[config.mk]
export PLATFORM = sky130hd
export DESIGN_NAME = rtcl_core
export DESIGN_NICKNAME = d
export VERILOG_FILES = /design/src/hw/rtcl_pkg.sv /design/src/hw/rtcl_osc_sync.sv /design/src/hw/rtcl_wake_pin.sv /design/src/hw/rtcl_core.sv
export SDC_FILE = /design/constraint.sdc
export NUM_CORES = 1
export LEC_CHECK = 0
export BUFFER_PORTS_ARGS = -buffer_cell sky130_fd_sc_hd__buf_4
export CORE_MARGIN = 2
export CORE_UTILIZATION = 56
export DETAILED_ROUTE_END_ITERATION = 8
export PLACE_DENSITY = 0.73
export SKIP_LAST_GASP = 1
export SYNTH_ARGS = -nofsm -noshare
export SYNTH_HDL_FRONTEND = slang
export SYNTH_SLANG_ARGS = --single-unit
[constraint.sdc]
create_clock -name clk_sys -period 5.6 [get_ports clk_sys]
set_clock_uncertainty 0.05 [all_clocks]
set_input_delay 0.56 -clock clk_sys [delete_from_list [all_inputs] [get_ports clk_sys]]
set_output_delay 0.56 -clock clk_sys [all_outputs]
set_load 0.01 [all_outputs]
[src/hw/rtcl_pkg.sv]
// package: register map, field positions and reset values of the rtc core
package rtcl_pkg;

  // ----------------------------------------------------------------
  // register offsets (byte addresses)
  // ----------------------------------------------------------------
  localparam logic [7:0] OFS_TSR = 8'h00;
  localparam logic [7:0] OFS_TPR = 8'h04;
  localparam logic [7:0] OFS_TAR = 8'h08;
  localparam logic [7:0] OFS_TCR = 8'h0C;
  localparam logic [7:0] OFS_CR  = 8'h10;
  localparam logic [7:0] OFS_SR  = 8'h14;
  localparam logic [7:0] OFS_LR  = 8'h18;
  localparam logic [7:0] OFS_IER = 8'h1C;

  // ----------------------------------------------------------------
  // control register fields
  // ----------------------------------------------------------------
  localparam int CR_LOAD_LSB = 10;
  localparam int CR_LOAD_W   = 4;
  localparam int CR_CLKO     = 9;
  localparam int CR_OSCE     = 8;
  localparam int CR_WPS      = 4;
  localparam int CR_UM       = 3;
  localparam int CR_SUP      = 2;
  localparam int CR_WPE      = 1;
  localparam int CR_SWR      = 0;

  // ----------------------------------------------------------------
  // status, lock and interrupt enable fields
  // ----------------------------------------------------------------
  localparam int SR_TCE  = 4;
  localparam int SR_TAF  = 2;
  localparam int SR_TOF  = 1;
  localparam int SR_TIF  = 0;
  localparam int LR_ONE7 = 7;
  localparam int LR_LRL  = 6;
  localparam int LR_SRL  = 5;
  localparam int LR_CRL  = 4;
  localparam int LR_TCL  = 3;
  localparam int LR_ONES_W = 3;
  localparam int IER_WAKE_PIN_FORCE_ON = 7;
  localparam int IER_SECONDS_PULSE_IRQ_EN = 4;
  localparam int IER_RSV3 = 3;
  localparam int IER_ALARM_IRQ_EN = 2;
  localparam int IER_OVERFLOW_IRQ_EN = 1;
  localparam int IER_INVALID_IRQ_EN = 0;

  // ----------------------------------------------------------------
  // reset values and counter geometry
  // ----------------------------------------------------------------
  localparam logic [31:0] IER_RESET = 32'h0000000F;
  localparam logic        LOCK_RESET = 1'b1;
  localparam int          TPR_W      = 16;
  localparam int          TPR_SEC_BIT = 14;
  localparam logic [31:0] TSR_MAX    = 32'hFFFFFFFF;

endpackage : rtcl_pkg

[src/hw/rtcl_osc_sync.sv]
// oscillator input synchroniser with debounced level and rising tick
`timescale 1ns/100ps
`default_nettype none
module rtcl_osc_sync (
  input  wire logic clk_sys,
  input  wire logic resetn,
  input  wire logic osc_pin,
  output logic      osc_level,
  output logic      osc_tick
);

  logic s1_q, s2_q, s3_q;
  logic lvl_q, lvl_d;
  logic tick_q, tick_d;

  // ----------------------------------------------------------------
  // level accepted only once stages two and three agree
  // ----------------------------------------------------------------
  always_comb begin
    lvl_d  = lvl_q;
    tick_d = 1'b0;
    if (s2_q == s3_q && s3_q != lvl_q) begin
      lvl_d  = s3_q;
      tick_d = s3_q; // rising edge only
    end
  end

  // stage one feeds stage two and nothing else
  always_ff @(posedge clk_sys or negedge resetn) begin
    if (!resetn) begin
      s1_q   <= 1'b0;
      s2_q   <= 1'b0;
      s3_q   <= 1'b0;
      lvl_q  <= 1'b0;
      tick_q <= 1'b0;
    end else begin
      s1_q   <= osc_pin;
      s2_q   <= s1_q;
      s3_q   <= s2_q;
      lvl_q  <= lvl_d;
      tick_q <= tick_d;
    end
  end

  assign osc_level = lvl_q;
  assign osc_tick  = tick_q;

endmodule : rtcl_osc_sync
`default_nettype wire

[src/hw/rtcl_wake_pin.sv]
// open-drain active-low wakeup pin driver
`timescale 1ns/100ps
`default_nettype none
module rtcl_wake_pin (
  input  wire logic clk_sys,
  input  wire logic resetn,
  input  wire logic pin_enable,
  input  wire logic force_on,
  input  wire logic irq_level,
  input  wire logic clk_mode,
  input  wire logic osc_level,
  output logic      pin_o,
  output logic      pin_oe_n
);

  logic drive_q, drive_d;

  // ----------------------------------------------------------------
  // pull low on interrupt or force, or mirror the 32 kHz clock
  // ----------------------------------------------------------------
  always_comb begin
    drive_d = 1'b0;
    if (pin_enable) begin
      if (clk_mode) begin
        drive_d = !osc_level;
      end else begin
        drive_d = irq_level | force_on;
      end
    end
  end

  always_ff @(posedge clk_sys or negedge resetn) begin
    if (!resetn) begin
      drive_q <= 1'b0;
    end else begin
      drive_q <= drive_d;
    end
  end

  // open drain: only ever drives zero, oe_n low while driving
  assign pin_o    = 1'b0;
  assign pin_oe_n = !drive_q;

endmodule : rtcl_wake_pin
`default_nettype wire

[src/hw/rtcl_core.sv]
// rtc core: seconds counter, prescaler, locks, enables and register port
`timescale 1ns/100ps
`default_nettype none
module rtcl_core
  import rtcl_pkg::*;
#(
  parameter int ADDR_W = 8
) (
  input  wire logic              clk_sys,
  input  wire logic              resetn,
  input  wire logic [ADDR_W-1:0] reg_addr,
  input  wire logic [31:0]       reg_wdata,
  input  wire logic              reg_wr,
  input  wire logic              reg_rd,
  input  wire logic              reg_wr_supervisor,
  output logic      [31:0]       reg_rdata,
  output logic                   reg_bus_error,
  input  wire logic              osc_clk_in,
  output logic                   osc_enable,
  output logic [CR_LOAD_W-1:0]   osc_load_sel,
  output logic                   clk32_out_en,
  output logic                   rtc_irq,
  output logic                   seconds_irq,
  output logic                   wake_pin_o,
  output logic                   wake_pin_oe_n
);

  // ----------------------------------------------------------------
  // elaboration check
  // ----------------------------------------------------------------
  if (ADDR_W < 5) begin : g_addr_too_narrow
    $error("rtcl_core: ADDR_W must be at least 5");
  end

  // ----------------------------------------------------------------
  // state
  // ----------------------------------------------------------------
  logic [31:0]          tsr_q, tsr_d;
  logic [TPR_W-1:0]     tpr_q, tpr_d;
  logic [31:0]          tar_q, tar_d;
  logic [31:0]          tcr_q, tcr_d;
  logic [CR_LOAD_W-1:0] load_q, load_d;
  logic                 clko_q, clko_d;
  logic                 osce_q, osce_d;
  logic                 wps_q, wps_d;
  logic                 um_q, um_d;
  logic                 sup_q, sup_d;
  logic                 wpe_q, wpe_d;
  logic                 swr_q, swr_d;
  logic                 tce_q, tce_d;
  logic                 tif_q, tif_d;
  logic                 tof_q, tof_d;
  logic                 taf_q, taf_d;
  logic                 lrl_q, lrl_d;
  logic                 srl_q, srl_d;
  logic                 crl_q, crl_d;
  logic                 tcl_q, tcl_d;
  logic                 wake_pin_force_on_q, wake_pin_force_on_d;
  logic                 seconds_pulse_irq_en_q, seconds_pulse_irq_en_d;
  logic                 alarm_irq_en_q, alarm_irq_en_d;
  logic                 overflow_irq_en_q, overflow_irq_en_d;
  logic                 invalid_irq_en_q, invalid_irq_en_d;
  logic [31:0]          rdata_q, rdata_d;
  logic                 berr_q, berr_d;
  logic                 spulse_q, spulse_d;

  // ----------------------------------------------------------------
  // helpers
  // ----------------------------------------------------------------
  logic             osc_level;
  logic             osc_tick;
  logic             wr_ok;
  logic             run;
  logic [TPR_W-1:0] tpr_inc;
  logic             sec_step;
  logic             tce_writable;
  logic             time_zero;
  logic [31:0]      rd_mux;

  rtcl_osc_sync u_osc_sync (
    .clk_sys   (clk_sys),
    .resetn    (resetn),
    .osc_pin   (osc_clk_in),
    .osc_level (osc_level),
    .osc_tick  (osc_tick)
  );

  // ----------------------------------------------------------------
  // write permission and counter stepping
  // ----------------------------------------------------------------
  // user writes need the supervisor bit; reads are never checked
  assign wr_ok = reg_wr & (sup_q | reg_wr_supervisor);

  // clock present means the oscillator is enabled and an edge was seen
  assign run      = tce_q & !tif_q & !tof_q & osce_q & osc_tick;
  assign tpr_inc  = tpr_q + 1'b1;
  assign sec_step = run & tpr_q[TPR_SEC_BIT] & !tpr_inc[TPR_SEC_BIT];

  // counter enable access under the status lock
  always_comb begin
    tce_writable = srl_q;
    if (!srl_q && um_q) begin
      tce_writable = !tce_q | tif_q | tof_q;
    end
  end

  assign time_zero = tif_q | tof_q;

  // ----------------------------------------------------------------
  // read mux
  // ----------------------------------------------------------------
  always_comb begin
    rd_mux = 32'h00000000;
    if (reg_addr == ADDR_W'(OFS_TSR)) begin
      rd_mux = time_zero ? 32'h00000000 : tsr_q;
    end else if (reg_addr == ADDR_W'(OFS_TPR)) begin
      rd_mux[TPR_W-1:0] = time_zero ? {TPR_W{1'b0}} : tpr_q;
    end else if (reg_addr == ADDR_W'(OFS_TAR)) begin
      rd_mux = tar_q;
    end else if (reg_addr == ADDR_W'(OFS_TCR)) begin
      rd_mux = tcr_q;
    end else if (reg_addr == ADDR_W'(OFS_CR)) begin
      rd_mux[CR_LOAD_LSB +: CR_LOAD_W] = load_q;
      rd_mux[CR_CLKO] = clko_q;
      rd_mux[CR_OSCE] = osce_q;
      rd_mux[CR_WPS]  = wps_q;
      rd_mux[CR_UM]   = um_q;
      rd_mux[CR_SUP]  = sup_q;
      rd_mux[CR_WPE]  = wpe_q;
      rd_mux[CR_SWR]  = swr_q;
    end else if (reg_addr == ADDR_W'(OFS_SR)) begin
      rd_mux[SR_TCE] = tce_q;
      rd_mux[SR_TAF] = taf_q;
      rd_mux[SR_TOF] = tof_q;
      rd_mux[SR_TIF] = tif_q;
    end else if (reg_addr == ADDR_W'(OFS_LR)) begin
      rd_mux[LR_ONE7] = 1'b1;
      rd_mux[LR_LRL]  = lrl_q;
      rd_mux[LR_SRL]  = srl_q;
      rd_mux[LR_CRL]  = crl_q;
      rd_mux[LR_TCL]  = tcl_q;
      rd_mux[LR_ONES_W-1:0] = {LR_ONES_W{1'b1}};
    end else if (reg_addr == ADDR_W'(OFS_IER)) begin
      rd_mux[IER_WAKE_PIN_FORCE_ON] = wake_pin_force_on_q;
      rd_mux[IER_SECONDS_PULSE_IRQ_EN] = seconds_pulse_irq_en_q;
      rd_mux[IER_RSV3] = IER_RESET[IER_RSV3];
      rd_mux[IER_ALARM_IRQ_EN] = alarm_irq_en_q;
      rd_mux[IER_OVERFLOW_IRQ_EN] = overflow_irq_en_q;
      rd_mux[IER_INVALID_IRQ_EN] = invalid_irq_en_q;
    end
  end

  // ----------------------------------------------------------------
  // next state of every register
  // ----------------------------------------------------------------
  always_comb begin
    tsr_d    = tsr_q;
    tpr_d    = tpr_q;
    tar_d    = tar_q;
    tcr_d    = tcr_q;
    load_d   = load_q;
    clko_d   = clko_q;
    osce_d   = osce_q;
    wps_d    = wps_q;
    um_d     = um_q;
    sup_d    = sup_q;
    wpe_d    = wpe_q;
    swr_d    = swr_q;
    tce_d    = tce_q;
    tif_d    = tif_q;
    tof_d    = tof_q;
    taf_d    = taf_q;
    lrl_d    = lrl_q;
    srl_d    = srl_q;
    crl_d    = crl_q;
    tcl_d    = tcl_q;
    wake_pin_force_on_d   = wake_pin_force_on_q;
    seconds_pulse_irq_en_d   = seconds_pulse_irq_en_q;
    alarm_irq_en_d   = alarm_irq_en_q;
    overflow_irq_en_d   = overflow_irq_en_q;
    invalid_irq_en_d   = invalid_irq_en_q;
    spulse_d = 1'b0;
    // rejected user write answers one cycle later; locks never error
    berr_d   = reg_wr & !sup_q & !reg_wr_supervisor;
    rdata_d  = reg_rd ? rd_mux : 32'h00000000;

    // software writes; a locked target just drops the data
    if (wr_ok) begin
      if (reg_addr == ADDR_W'(OFS_TSR) && !tce_q) begin
        tsr_d = reg_wdata;
        tif_d = 1'b0;
        tof_d = 1'b0;
      end
      if (reg_addr == ADDR_W'(OFS_TPR) && !tce_q) begin
        tpr_d = reg_wdata[TPR_W-1:0];
      end
      if (reg_addr == ADDR_W'(OFS_TAR)) begin
        tar_d = reg_wdata;
        taf_d = 1'b0;
      end
      if (reg_addr == ADDR_W'(OFS_TCR) && tcl_q) begin
        tcr_d = reg_wdata;
      end
      if (reg_addr == ADDR_W'(OFS_CR) && crl_q) begin
        load_d = reg_wdata[CR_LOAD_LSB +: CR_LOAD_W];
        clko_d = reg_wdata[CR_CLKO];
        osce_d = reg_wdata[CR_OSCE];
        wps_d  = reg_wdata[CR_WPS];
        um_d   = reg_wdata[CR_UM];
        sup_d  = reg_wdata[CR_SUP];
        wpe_d  = reg_wdata[CR_WPE];
        swr_d  = reg_wdata[CR_SWR];
      end
      if (reg_addr == ADDR_W'(OFS_SR) && tce_writable) begin
        tce_d = reg_wdata[SR_TCE];
      end
      // lock bits only ever clear; a one written is ignored
      if (reg_addr == ADDR_W'(OFS_LR) && lrl_q) begin
        lrl_d = lrl_q & reg_wdata[LR_LRL];
        srl_d = srl_q & reg_wdata[LR_SRL];
        crl_d = crl_q & reg_wdata[LR_CRL];
        tcl_d = tcl_q & reg_wdata[LR_TCL];
      end
      if (reg_addr == ADDR_W'(OFS_IER)) begin
        wake_pin_force_on_d = reg_wdata[IER_WAKE_PIN_FORCE_ON];
        seconds_pulse_irq_en_d = reg_wdata[IER_SECONDS_PULSE_IRQ_EN];
        alarm_irq_en_d = reg_wdata[IER_ALARM_IRQ_EN];
        overflow_irq_en_d = reg_wdata[IER_OVERFLOW_IRQ_EN];
        invalid_irq_en_d = reg_wdata[IER_INVALID_IRQ_EN];
      end
    end

    // time counting; runs only with enable set, so never meets a TSR or TPR write; a same-cycle alarm hit beats a TAR write
    if (run) begin
      tpr_d = tpr_inc;
    end
    if (sec_step) begin
      tsr_d    = tsr_q + 1'b1;
      spulse_d = seconds_pulse_irq_en_q;
      if (tar_q == tsr_q) begin
        taf_d = 1'b1;
      end
      if (tsr_q == TSR_MAX) begin
        tof_d = 1'b1;
      end
    end

    // software reset holds everything but itself, the control lock and the read data and bus error answers
    if (swr_q) begin
      tsr_d    = 32'h00000000;
      tpr_d    = {TPR_W{1'b0}};
      tar_d    = 32'h00000000;
      tcr_d    = 32'h00000000;
      load_d   = {CR_LOAD_W{1'b0}};
      clko_d   = 1'b0;
      osce_d   = 1'b0;
      wps_d    = 1'b0;
      um_d     = 1'b0;
      sup_d    = 1'b0;
      wpe_d    = 1'b0;
      tce_d    = 1'b0;
      tif_d    = 1'b1;
      tof_d    = 1'b0;
      taf_d    = 1'b0;
      lrl_d    = LOCK_RESET;
      srl_d    = LOCK_RESET;
      tcl_d    = LOCK_RESET;
      wake_pin_force_on_d   = IER_RESET[IER_WAKE_PIN_FORCE_ON];
      seconds_pulse_irq_en_d   = IER_RESET[IER_SECONDS_PULSE_IRQ_EN];
      alarm_irq_en_d   = IER_RESET[IER_ALARM_IRQ_EN];
      overflow_irq_en_d   = IER_RESET[IER_OVERFLOW_IRQ_EN];
      invalid_irq_en_d   = IER_RESET[IER_INVALID_IRQ_EN];
      spulse_d = 1'b0;
    end
  end

  // ----------------------------------------------------------------
  // registers; power-on reset gives every default
  // ----------------------------------------------------------------
  always_ff @(posedge clk_sys or negedge resetn) begin
    if (!resetn) begin
      tsr_q    <= 32'h00000000;
      tpr_q    <= {TPR_W{1'b0}};
      tar_q    <= 32'h00000000;
      tcr_q    <= 32'h00000000;
      load_q   <= {CR_LOAD_W{1'b0}};
      clko_q   <= 1'b0;
      osce_q   <= 1'b0;
      wps_q    <= 1'b0;
      um_q     <= 1'b0;
      sup_q    <= 1'b0;
      wpe_q    <= 1'b0;
      swr_q    <= 1'b0;
      tce_q    <= 1'b0;
      tif_q    <= 1'b1;
      tof_q    <= 1'b0;
      taf_q    <= 1'b0;
      lrl_q    <= LOCK_RESET;
      srl_q    <= LOCK_RESET;
      crl_q    <= LOCK_RESET;
      tcl_q    <= LOCK_RESET;
      wake_pin_force_on_q   <= IER_RESET[IER_WAKE_PIN_FORCE_ON];
      seconds_pulse_irq_en_q   <= IER_RESET[IER_SECONDS_PULSE_IRQ_EN];
      alarm_irq_en_q   <= IER_RESET[IER_ALARM_IRQ_EN];
      overflow_irq_en_q   <= IER_RESET[IER_OVERFLOW_IRQ_EN];
      invalid_irq_en_q   <= IER_RESET[IER_INVALID_IRQ_EN];
      rdata_q  <= 32'h00000000;
      berr_q   <= 1'b0;
      spulse_q <= 1'b0;
    end else begin
      tsr_q    <= tsr_d;
      tpr_q    <= tpr_d;
      tar_q    <= tar_d;
      tcr_q    <= tcr_d;
      load_q   <= load_d;
      clko_q   <= clko_d;
      osce_q   <= osce_d;
      wps_q    <= wps_d;
      um_q     <= um_d;
      sup_q    <= sup_d;
      wpe_q    <= wpe_d;
      swr_q    <= swr_d;
      tce_q    <= tce_d;
      tif_q    <= tif_d;
      tof_q    <= tof_d;
      taf_q    <= taf_d;
      lrl_q    <= lrl_d;
      srl_q    <= srl_d;
      crl_q    <= crl_d;
      tcl_q    <= tcl_d;
      wake_pin_force_on_q   <= wake_pin_force_on_d;
      seconds_pulse_irq_en_q   <= seconds_pulse_irq_en_d;
      alarm_irq_en_q   <= alarm_irq_en_d;
      overflow_irq_en_q   <= overflow_irq_en_d;
      invalid_irq_en_q   <= invalid_irq_en_d;
      rdata_q  <= rdata_d;
      berr_q   <= berr_d;
      spulse_q <= spulse_d;
    end
  end

  // ----------------------------------------------------------------
  // outputs
  // ----------------------------------------------------------------
  // asserted straight out of reset: invalid flag and its enable are set
  assign rtc_irq = (taf_q & alarm_irq_en_q) | (tof_q & overflow_irq_en_q) | (tif_q & invalid_irq_en_q);

  assign seconds_irq   = spulse_q;
  assign reg_rdata     = rdata_q;
  assign reg_bus_error = berr_q;
  assign osc_enable    = osce_q;
  assign osc_load_sel  = load_q;
  assign clk32_out_en  = osce_q & !clko_q;

  // clock mode on the pin needs the clock routed out and force-on
  rtcl_wake_pin u_wake_pin (
    .clk_sys    (clk_sys),
    .resetn     (resetn),
    .pin_enable (wpe_q),
    .force_on   (wake_pin_force_on_q),
    .irq_level  (rtc_irq),
    .clk_mode   (wps_q & wake_pin_force_on_q & clk32_out_en),
    .osc_level  (osc_level),
    .pin_o      (wake_pin_o),
    .pin_oe_n   (wake_pin_oe_n)
  );

endmodule : rtcl_core
`default_nettype wire

# After elaboration in Yosys (flattened, before gate mapping)
# Cells that the tools add are included.
# word_totals
register_bits	176
input_bits	46
out_inout_bits	43
# op_classes
n_addsub	2
n_eq_ne	11
mux	102
bitwise_logic	26
reduce_logical	42
# ops
op	n
$mux 32	14
$mux 16	7
$mux 1	68
$add 32x1->32 const B	1
$eq 32x32->1	1
$eq 32x32->1 const B	1
$eq 8x5->1 const B	4
$reduce_and 2->1	11
$and 1x1->1	19
$mux 18	1
$add 16x1->16 const B	1
$eq 8x4->1 const B	2
$reduce_bool 2->1	8
$mux 5	3
$mux 14	1
$mux 4	3
$reduce_bool 3->1	4
$logic_not 1->1	10
$mux 3	3
$eq 8x3->1 const B	1
$logic_and 1x1->1	8
$logic_not 8->1	1
$or 1x1->1	7
$mux 6	1
3 further kinds	3

# Longest topological paths before layout
# depth
word_depth	10
depth_mapped	9
depth_no_buf	6

# By module
# A second synthesis with hierarchy kept.
# hier_totals
cells_unflattened	1031
area_unflattened_um2	9671.8
# by_module_without_submodules
mod	instances	cells_per_inst	area_each_um2	seq_area_each_um2
rtcl_core	1	1018	9471.6	4264.1
rtcl_osc_sync	1	7	146.4	125.1
rtcl_wake_pin	1	6	53.8	25.0

# Least setup slack after synthesis
# No wires, ideal clock.
# synth_path
kind	input to register
from	in reg_addr[7]
to	reg tpr_q[12]
arrival_ns	2.390
required_time_ns	5.415
path_slack_ns	3.025
path_stages	8
path_cell_list	or4_1 -> buf_4 -> or3_1 -> buf_2 -> o31a_1 -> buf_2 -> o21ai_0 -> o31ai_1
# synth_between
elab_chain_cells	4
# synth_rtl
element	line_no	rtl
from (decl)	rtcl_core.sv:11	input wire logic [ADDR_W-1:0] reg_addr,
$eq 8x3->1	rtcl_core.sv:194	if (reg_addr == ADDR_W'(OFS_TPR) && !tce_q) begin
$logic_and 1x1->1	rtcl_core.sv:194	
$reduce_bool 3->1 (no line)	n/a	
$reduce_and 2->1 (no line)	n/a	
to (signal assigned)	rtcl_core.sv:283	tpr_q <= {TPR_W{1'b0}};
to (signal assigned)	rtcl_core.sv:312	tpr_q <= tpr_d;
to (decl)	rtcl_core.sv:39	logic [TPR_W-1:0] tpr_q, tpr_d;
# Every way passes these cells.
# A chain may end at the register's enable or synchronous reset.

# Worst setup path in the final report
# layout_path
from	reg tpr_q[6]
to	reg tsr_q[17]
# layout_between
elab_chain_cells	5
elab_cells_between_ends	8
classes_between	add/sub (1); mux (2); bitwise (1); reduce/logical (4)
# layout_rtl
element	line_no	rtl
$add 16x1->16 (*)	rtcl_core.sv:96	assign tpr_inc = tpr_q + 1'b1;
$logic_not 1->1 (*)	rtcl_core.sv:97	assign sec_step = run & tpr_q[TPR_SEC_BIT] & !tpr_inc[TPR_SEC_BIT];
$and 1x1->1 (*)	rtcl_core.sv:97	
$reduce_bool 3->1 (no line) / $mux 32 (equally long branches)	n/a	
$reduce_and 2->1 (no line) / $mux 32 (equally long branches)	n/a	
to (signal assigned)	rtcl_core.sv:311	tsr_q <= tsr_d;
to (decl)	rtcl_core.sv:38	logic [31:0] tsr_q, tsr_d;
# Every way passes the cells marked *; elsewhere a longest branch is shown, timed or not.

==> results.txt <==
----------------------------------------------------
[Run status]
  Outcome ... completed

[Drt]
  Post-detailed-route count of antenna-violating nets ... 0
  Vias per Instance ... around 6.6
  Detailed router's first-iteration violation count ... about 1,300
  Sum of routed wire length over all layers ... around 30,000 µm
  Router iterations before antenna repair ... 6
  Via count ... between 9,000 and 10,000
  DRC violations left ... 0
  Post-detailed-route wirelength per cell ... 21.84 µm

[Setup path]
  CP arrival ... about 3.4 ns
  Biggest fanout along the worst timing path ... 10
  Slowest stage delay, CP ... 1.03 ns
  Required @ worst endpoint ... 5.91 ns
  Most prevalent standard cell on the critical path ... sky130_fd_sc_hd__nand4_1
  RR Startpoint ... tpr_q[6]
  Setup Crit Path Kind ... flip-flop to flip-flop
  CP cell instances ... nand4_1, nor3_1, nand4_1, or3_1, a31oi_1
  Reg-to-reg setup timing slack ... 2.55 ns
  Reg2reg end ... tsr_q[17]
  Worst setup EP type ... flip-flop
  Length in cells of the worst reg-to-reg path ... 5
  Crit path launch type ... flip-flop
  Crit path max-delay cell type ... sky130_fd_sc_hd__nor3_1

[Final layout]
  Fraction of layout cells with a size suffix above 1 ... 0.1357
  Leading cell type in the layout, fill and taps excluded ... sky130_fd_sc_hd__nand2_1
  Highest-count cells in the layout ignoring fill and taps ... sky130_fd_sc_hd__nand2_1, sky130_fd_sc_hd__dfrtp_1, sky130_fd_sc_hd__buf_4, sky130_fd_sc_hd__a21oi_1, sky130_fd_sc_hd__o21ai_0
  N_diodes ... 0
  Signed area change from the synthesized netlist to the final layout ... 13.56%
  Number of nets in the layout ... ~1,200

[Place]
  Routability congestion estimate ... 0.9777
  Dpl hpwl ... between 20,000 and 25,000 µm
  Worst slack at placement ... between 2 and 2.5 ns
  Number of I/O port buffers ... 87

[Yosys]
  Post-synthesis instance area ... around 9600 µm²
  Sequential fraction of the synthesis area ... 0.4608
  Post-synth EDFFs ... 0
  Mean Syn Cell Area ... 8.678 µm²
  Post-synthesis net count ... ~1,200
  Seq cells post-synth ... 176
  Synthesis warning total ... 0
  Number of instances in the synthesized netlist ... 1,104
  Synth unique cells ... 64
  Predominant post-synthesis flop cell ... sky130_fd_sc_hd__dfrtp_1
  Share of synthesized registers carrying an async set or reset ... 1.000

[Clock tree]
  CTS tree ... done
  Post-CTS repair timing setup buffer count ... 0
  Buffer levels on the longest clock path ... 2
  Insertion delay to the later sink of the worst-skew pair ... 0.44 ns
  Master cell of the clock root buffer ... sky130_fd_sc_hd__clkbuf_16
  Number of buffers created by CTS ... 17
  Hold-fix buffers at CTS ... 0
  CTS resizes ... 0
  H-tree level count ... 4
  Register clock-pin slew on the reported worst setup and hold paths ... approximately 0.070 ns
  Clock Sink Count ... between 150 and 200

[Pwr]
  Highest ir drop seen on vdd ... ~0.22 mV
  Power after layout ... about 2.7 mW
  Power per standard cell area ... between 200 and 250 nW/µm²
  Leakage ... around 4.6 nW

[Die]
  I/O pin total ... roughly 90
  Total Die Area ... between 15,000 and 20,000 µm²
  Die height ... ~130 µm
  Number of placement rows ... 47
  Core area ... ~17,000 µm²
  Effective utilization at floorplan ... 0.5757
  Die extent in x ... between 100 and 150 µm

[Timing]
  Number of failing setup endpoints in the final timing report ... 0
  Slew Limit Fails ... 0
  Pin slew with the least headroom to its limit ... approximately 1.2 ns
  Count of endpoints failing hold in the final timing report ... 0
  Post-route fraction of the period consumed by the critical path ... 0.5455
  Maximum clock frequency ... about 330 MHz
  Aggregate negative setup slack ... 0 ns
  Worst hold slack across all endpoints ... between 0.03 and 0.04 ns
  Post-route worst setup slack ... 2.545 ns
  Unrepaired setup endpoints after global routing ... no
  Minimum period implied by the final worst setup slack ... 3.055 ns
  Slew margin rel. ... 0.1794

[GRT]
  Maximum number of pins on one net before global-route repair ... 80
  Met3 GRT Util ... 0.09084
  Layer with the highest usage ... met2
  Total global-route track usage ... 0.3369
  Via count of the first global-routing pass ... approximately 8,500
  Global-route track usage on met1 ... 0.4795
  Met2 Resource Use GR ... 0.4966
  Aggregate global routing overflow ... 0
  Number of antenna violations at the first check in global routing ... 1
  First-pass GRT wire length ... 47,510 µm

[Worst hold path]
  Type of the worst min-delay path ... input port to asynchronous set/reset pin

[Job]
  Max-cap violations ... 0

----------------------------------------------------
[final cells by class]
| type | instances | area (µm²) |
|---|---|---|
| inverters | 17 | 63.81 |
| clock buffers | 17 | 425.4 |
| well taps | 220 | 275.3 |
| flip-flops and latches | 176 | 4418 |
| multi-input cells | 823 | 4756 |
| fillers | 1417 | 5763 |
| repair buffers | 102 | 769.5 |
| clock inverters | 15 | 171.4 |
[per-layer routing]
metal	vias to the layer above	wire [µm]	share of wire
met4	0	1022	0.034
met3	85	2858	0.096
met5	-	0	0
met1	4419	12510	0.42
met2	498	13530	0.45
li1	4038	-	-
[Yosys cell counts (all sizes together) (6+ instances only)]
| library cell | n | area [µm²] |
|---|---|---|
| and2 | 13 | 81.33 |
| xnor2 | 32 | 280.3 |
| a32oi | 12 | 105.1 |
| clkbuf | 67 | 252.7 |
| o211ai | 7 | 52.55 |
| dfrtp | 168 | 4204 |
| nand4 | 32 | 200.2 |
| o21ai | 70 | 350.3 |
| o21a | 6 | 45.04 |
| nand2b | 44 | 275.3 |
| a22oi | 16 | 120.1 |
| nand2 | 188 | 705.7 |
| nand3 | 25 | 125.1 |
| a211oi | 13 | 97.59 |
| a21oi | 97 | 485.5 |
| o31ai | 13 | 97.59 |
| mux2i | 10 | 100.1 |
| nor4 | 16 | 133.9 |
| a22o | 7 | 61.31 |
| buf | 21 | 113.9 |
| nor2b | 10 | 62.56 |
| and3 | 18 | 112.6 |
| inv | 16 | 60.06 |
| nor2 | 62 | 232.7 |
| nor3 | 26 | 152.7 |
| a222oi | 16 | 160.2 |
| a31oi | 25 | 156.4 |
| and4 | 6 | 52.55 |
| or3 | 11 | 68.82 |
| dfstp | 8 | 210.2 |
[registers in the layout (all words and copies together) (netlist names), 4 cells and up]
name / count
osc_load_sel: 4
reg_rdata: 32
tcr_q: 32
tpr_q: 16
tsr_q: 32
tar_q: 32
[power breakdown]
| group | leakage, nW | total (mW) | internal [mW] | switching [mW] |
|---|---|---|---|---|
| Sequential | 2.24 | 1.31 | 1.29 | 0.0238 |
| Combinational | 2.08 | 0.169 | 0.0579 | 0.111 |
| Clock | 0.291 | 1.21 | 0.639 | 0.576 |
[critical path, delay by kind of cell (launching register included)]
| kind | cells | cell delay (ns) |
|---|---|---|
| simple gates | 4 | 2.23 |
| compound gates | 1 | 0.16 |
| flops | 1 | 0.54 |
[metrics by stage]
stage          cells  cell area, µm²    util
2_1_floorplan   1104            9580       -
3_3_place_gp    1338           10280  0.6178
3_5_place_dp    1338           10280  0.6178
4_1_cts         1370           10880  0.6537
5_1_grt         1370           10880  0.6537
6_report        1370           10880  0.6537
[worst max path at each step]
stage | cells after the start | startpoint | endpoint | slack, ns
floorplan | 8 | reg_addr[7] | tpr_q[12] | 3.03
global placement | 7 | reg_addr[7] | tcr_q[15] | 2.25
detailed placement | 6 | reg_addr[7] | reg_rdata[29] | 2.23
CTS | 5 | tpr_q[6] | tsr_q[17] | 2.66
global route | 5 | tpr_q[6] | tsr_q[26] | 2.43
finish | 5 | tpr_q[6] | tsr_q[17] | 2.55
[kinds of logic (layout without fill, tap and decap cells)]
family / Yosys count / in the layout / share of synthesized area
xor+xnor: 32 / 32 / 0.02925
mux: 12 / 12 / 0.01280
compound gates: 305 / 305 / 0.2018
fa+ha+maj: 3 / 3 / 0.003656
flops: 176 / 176 / 0.4608
buf+inv: 105 / 151 / 0.04493
simple gates: 470 / 470 / 0.2464
other cells: 1 / 1 / 0.0003914
Note: power is estimated with default switching activity, not from simulation.
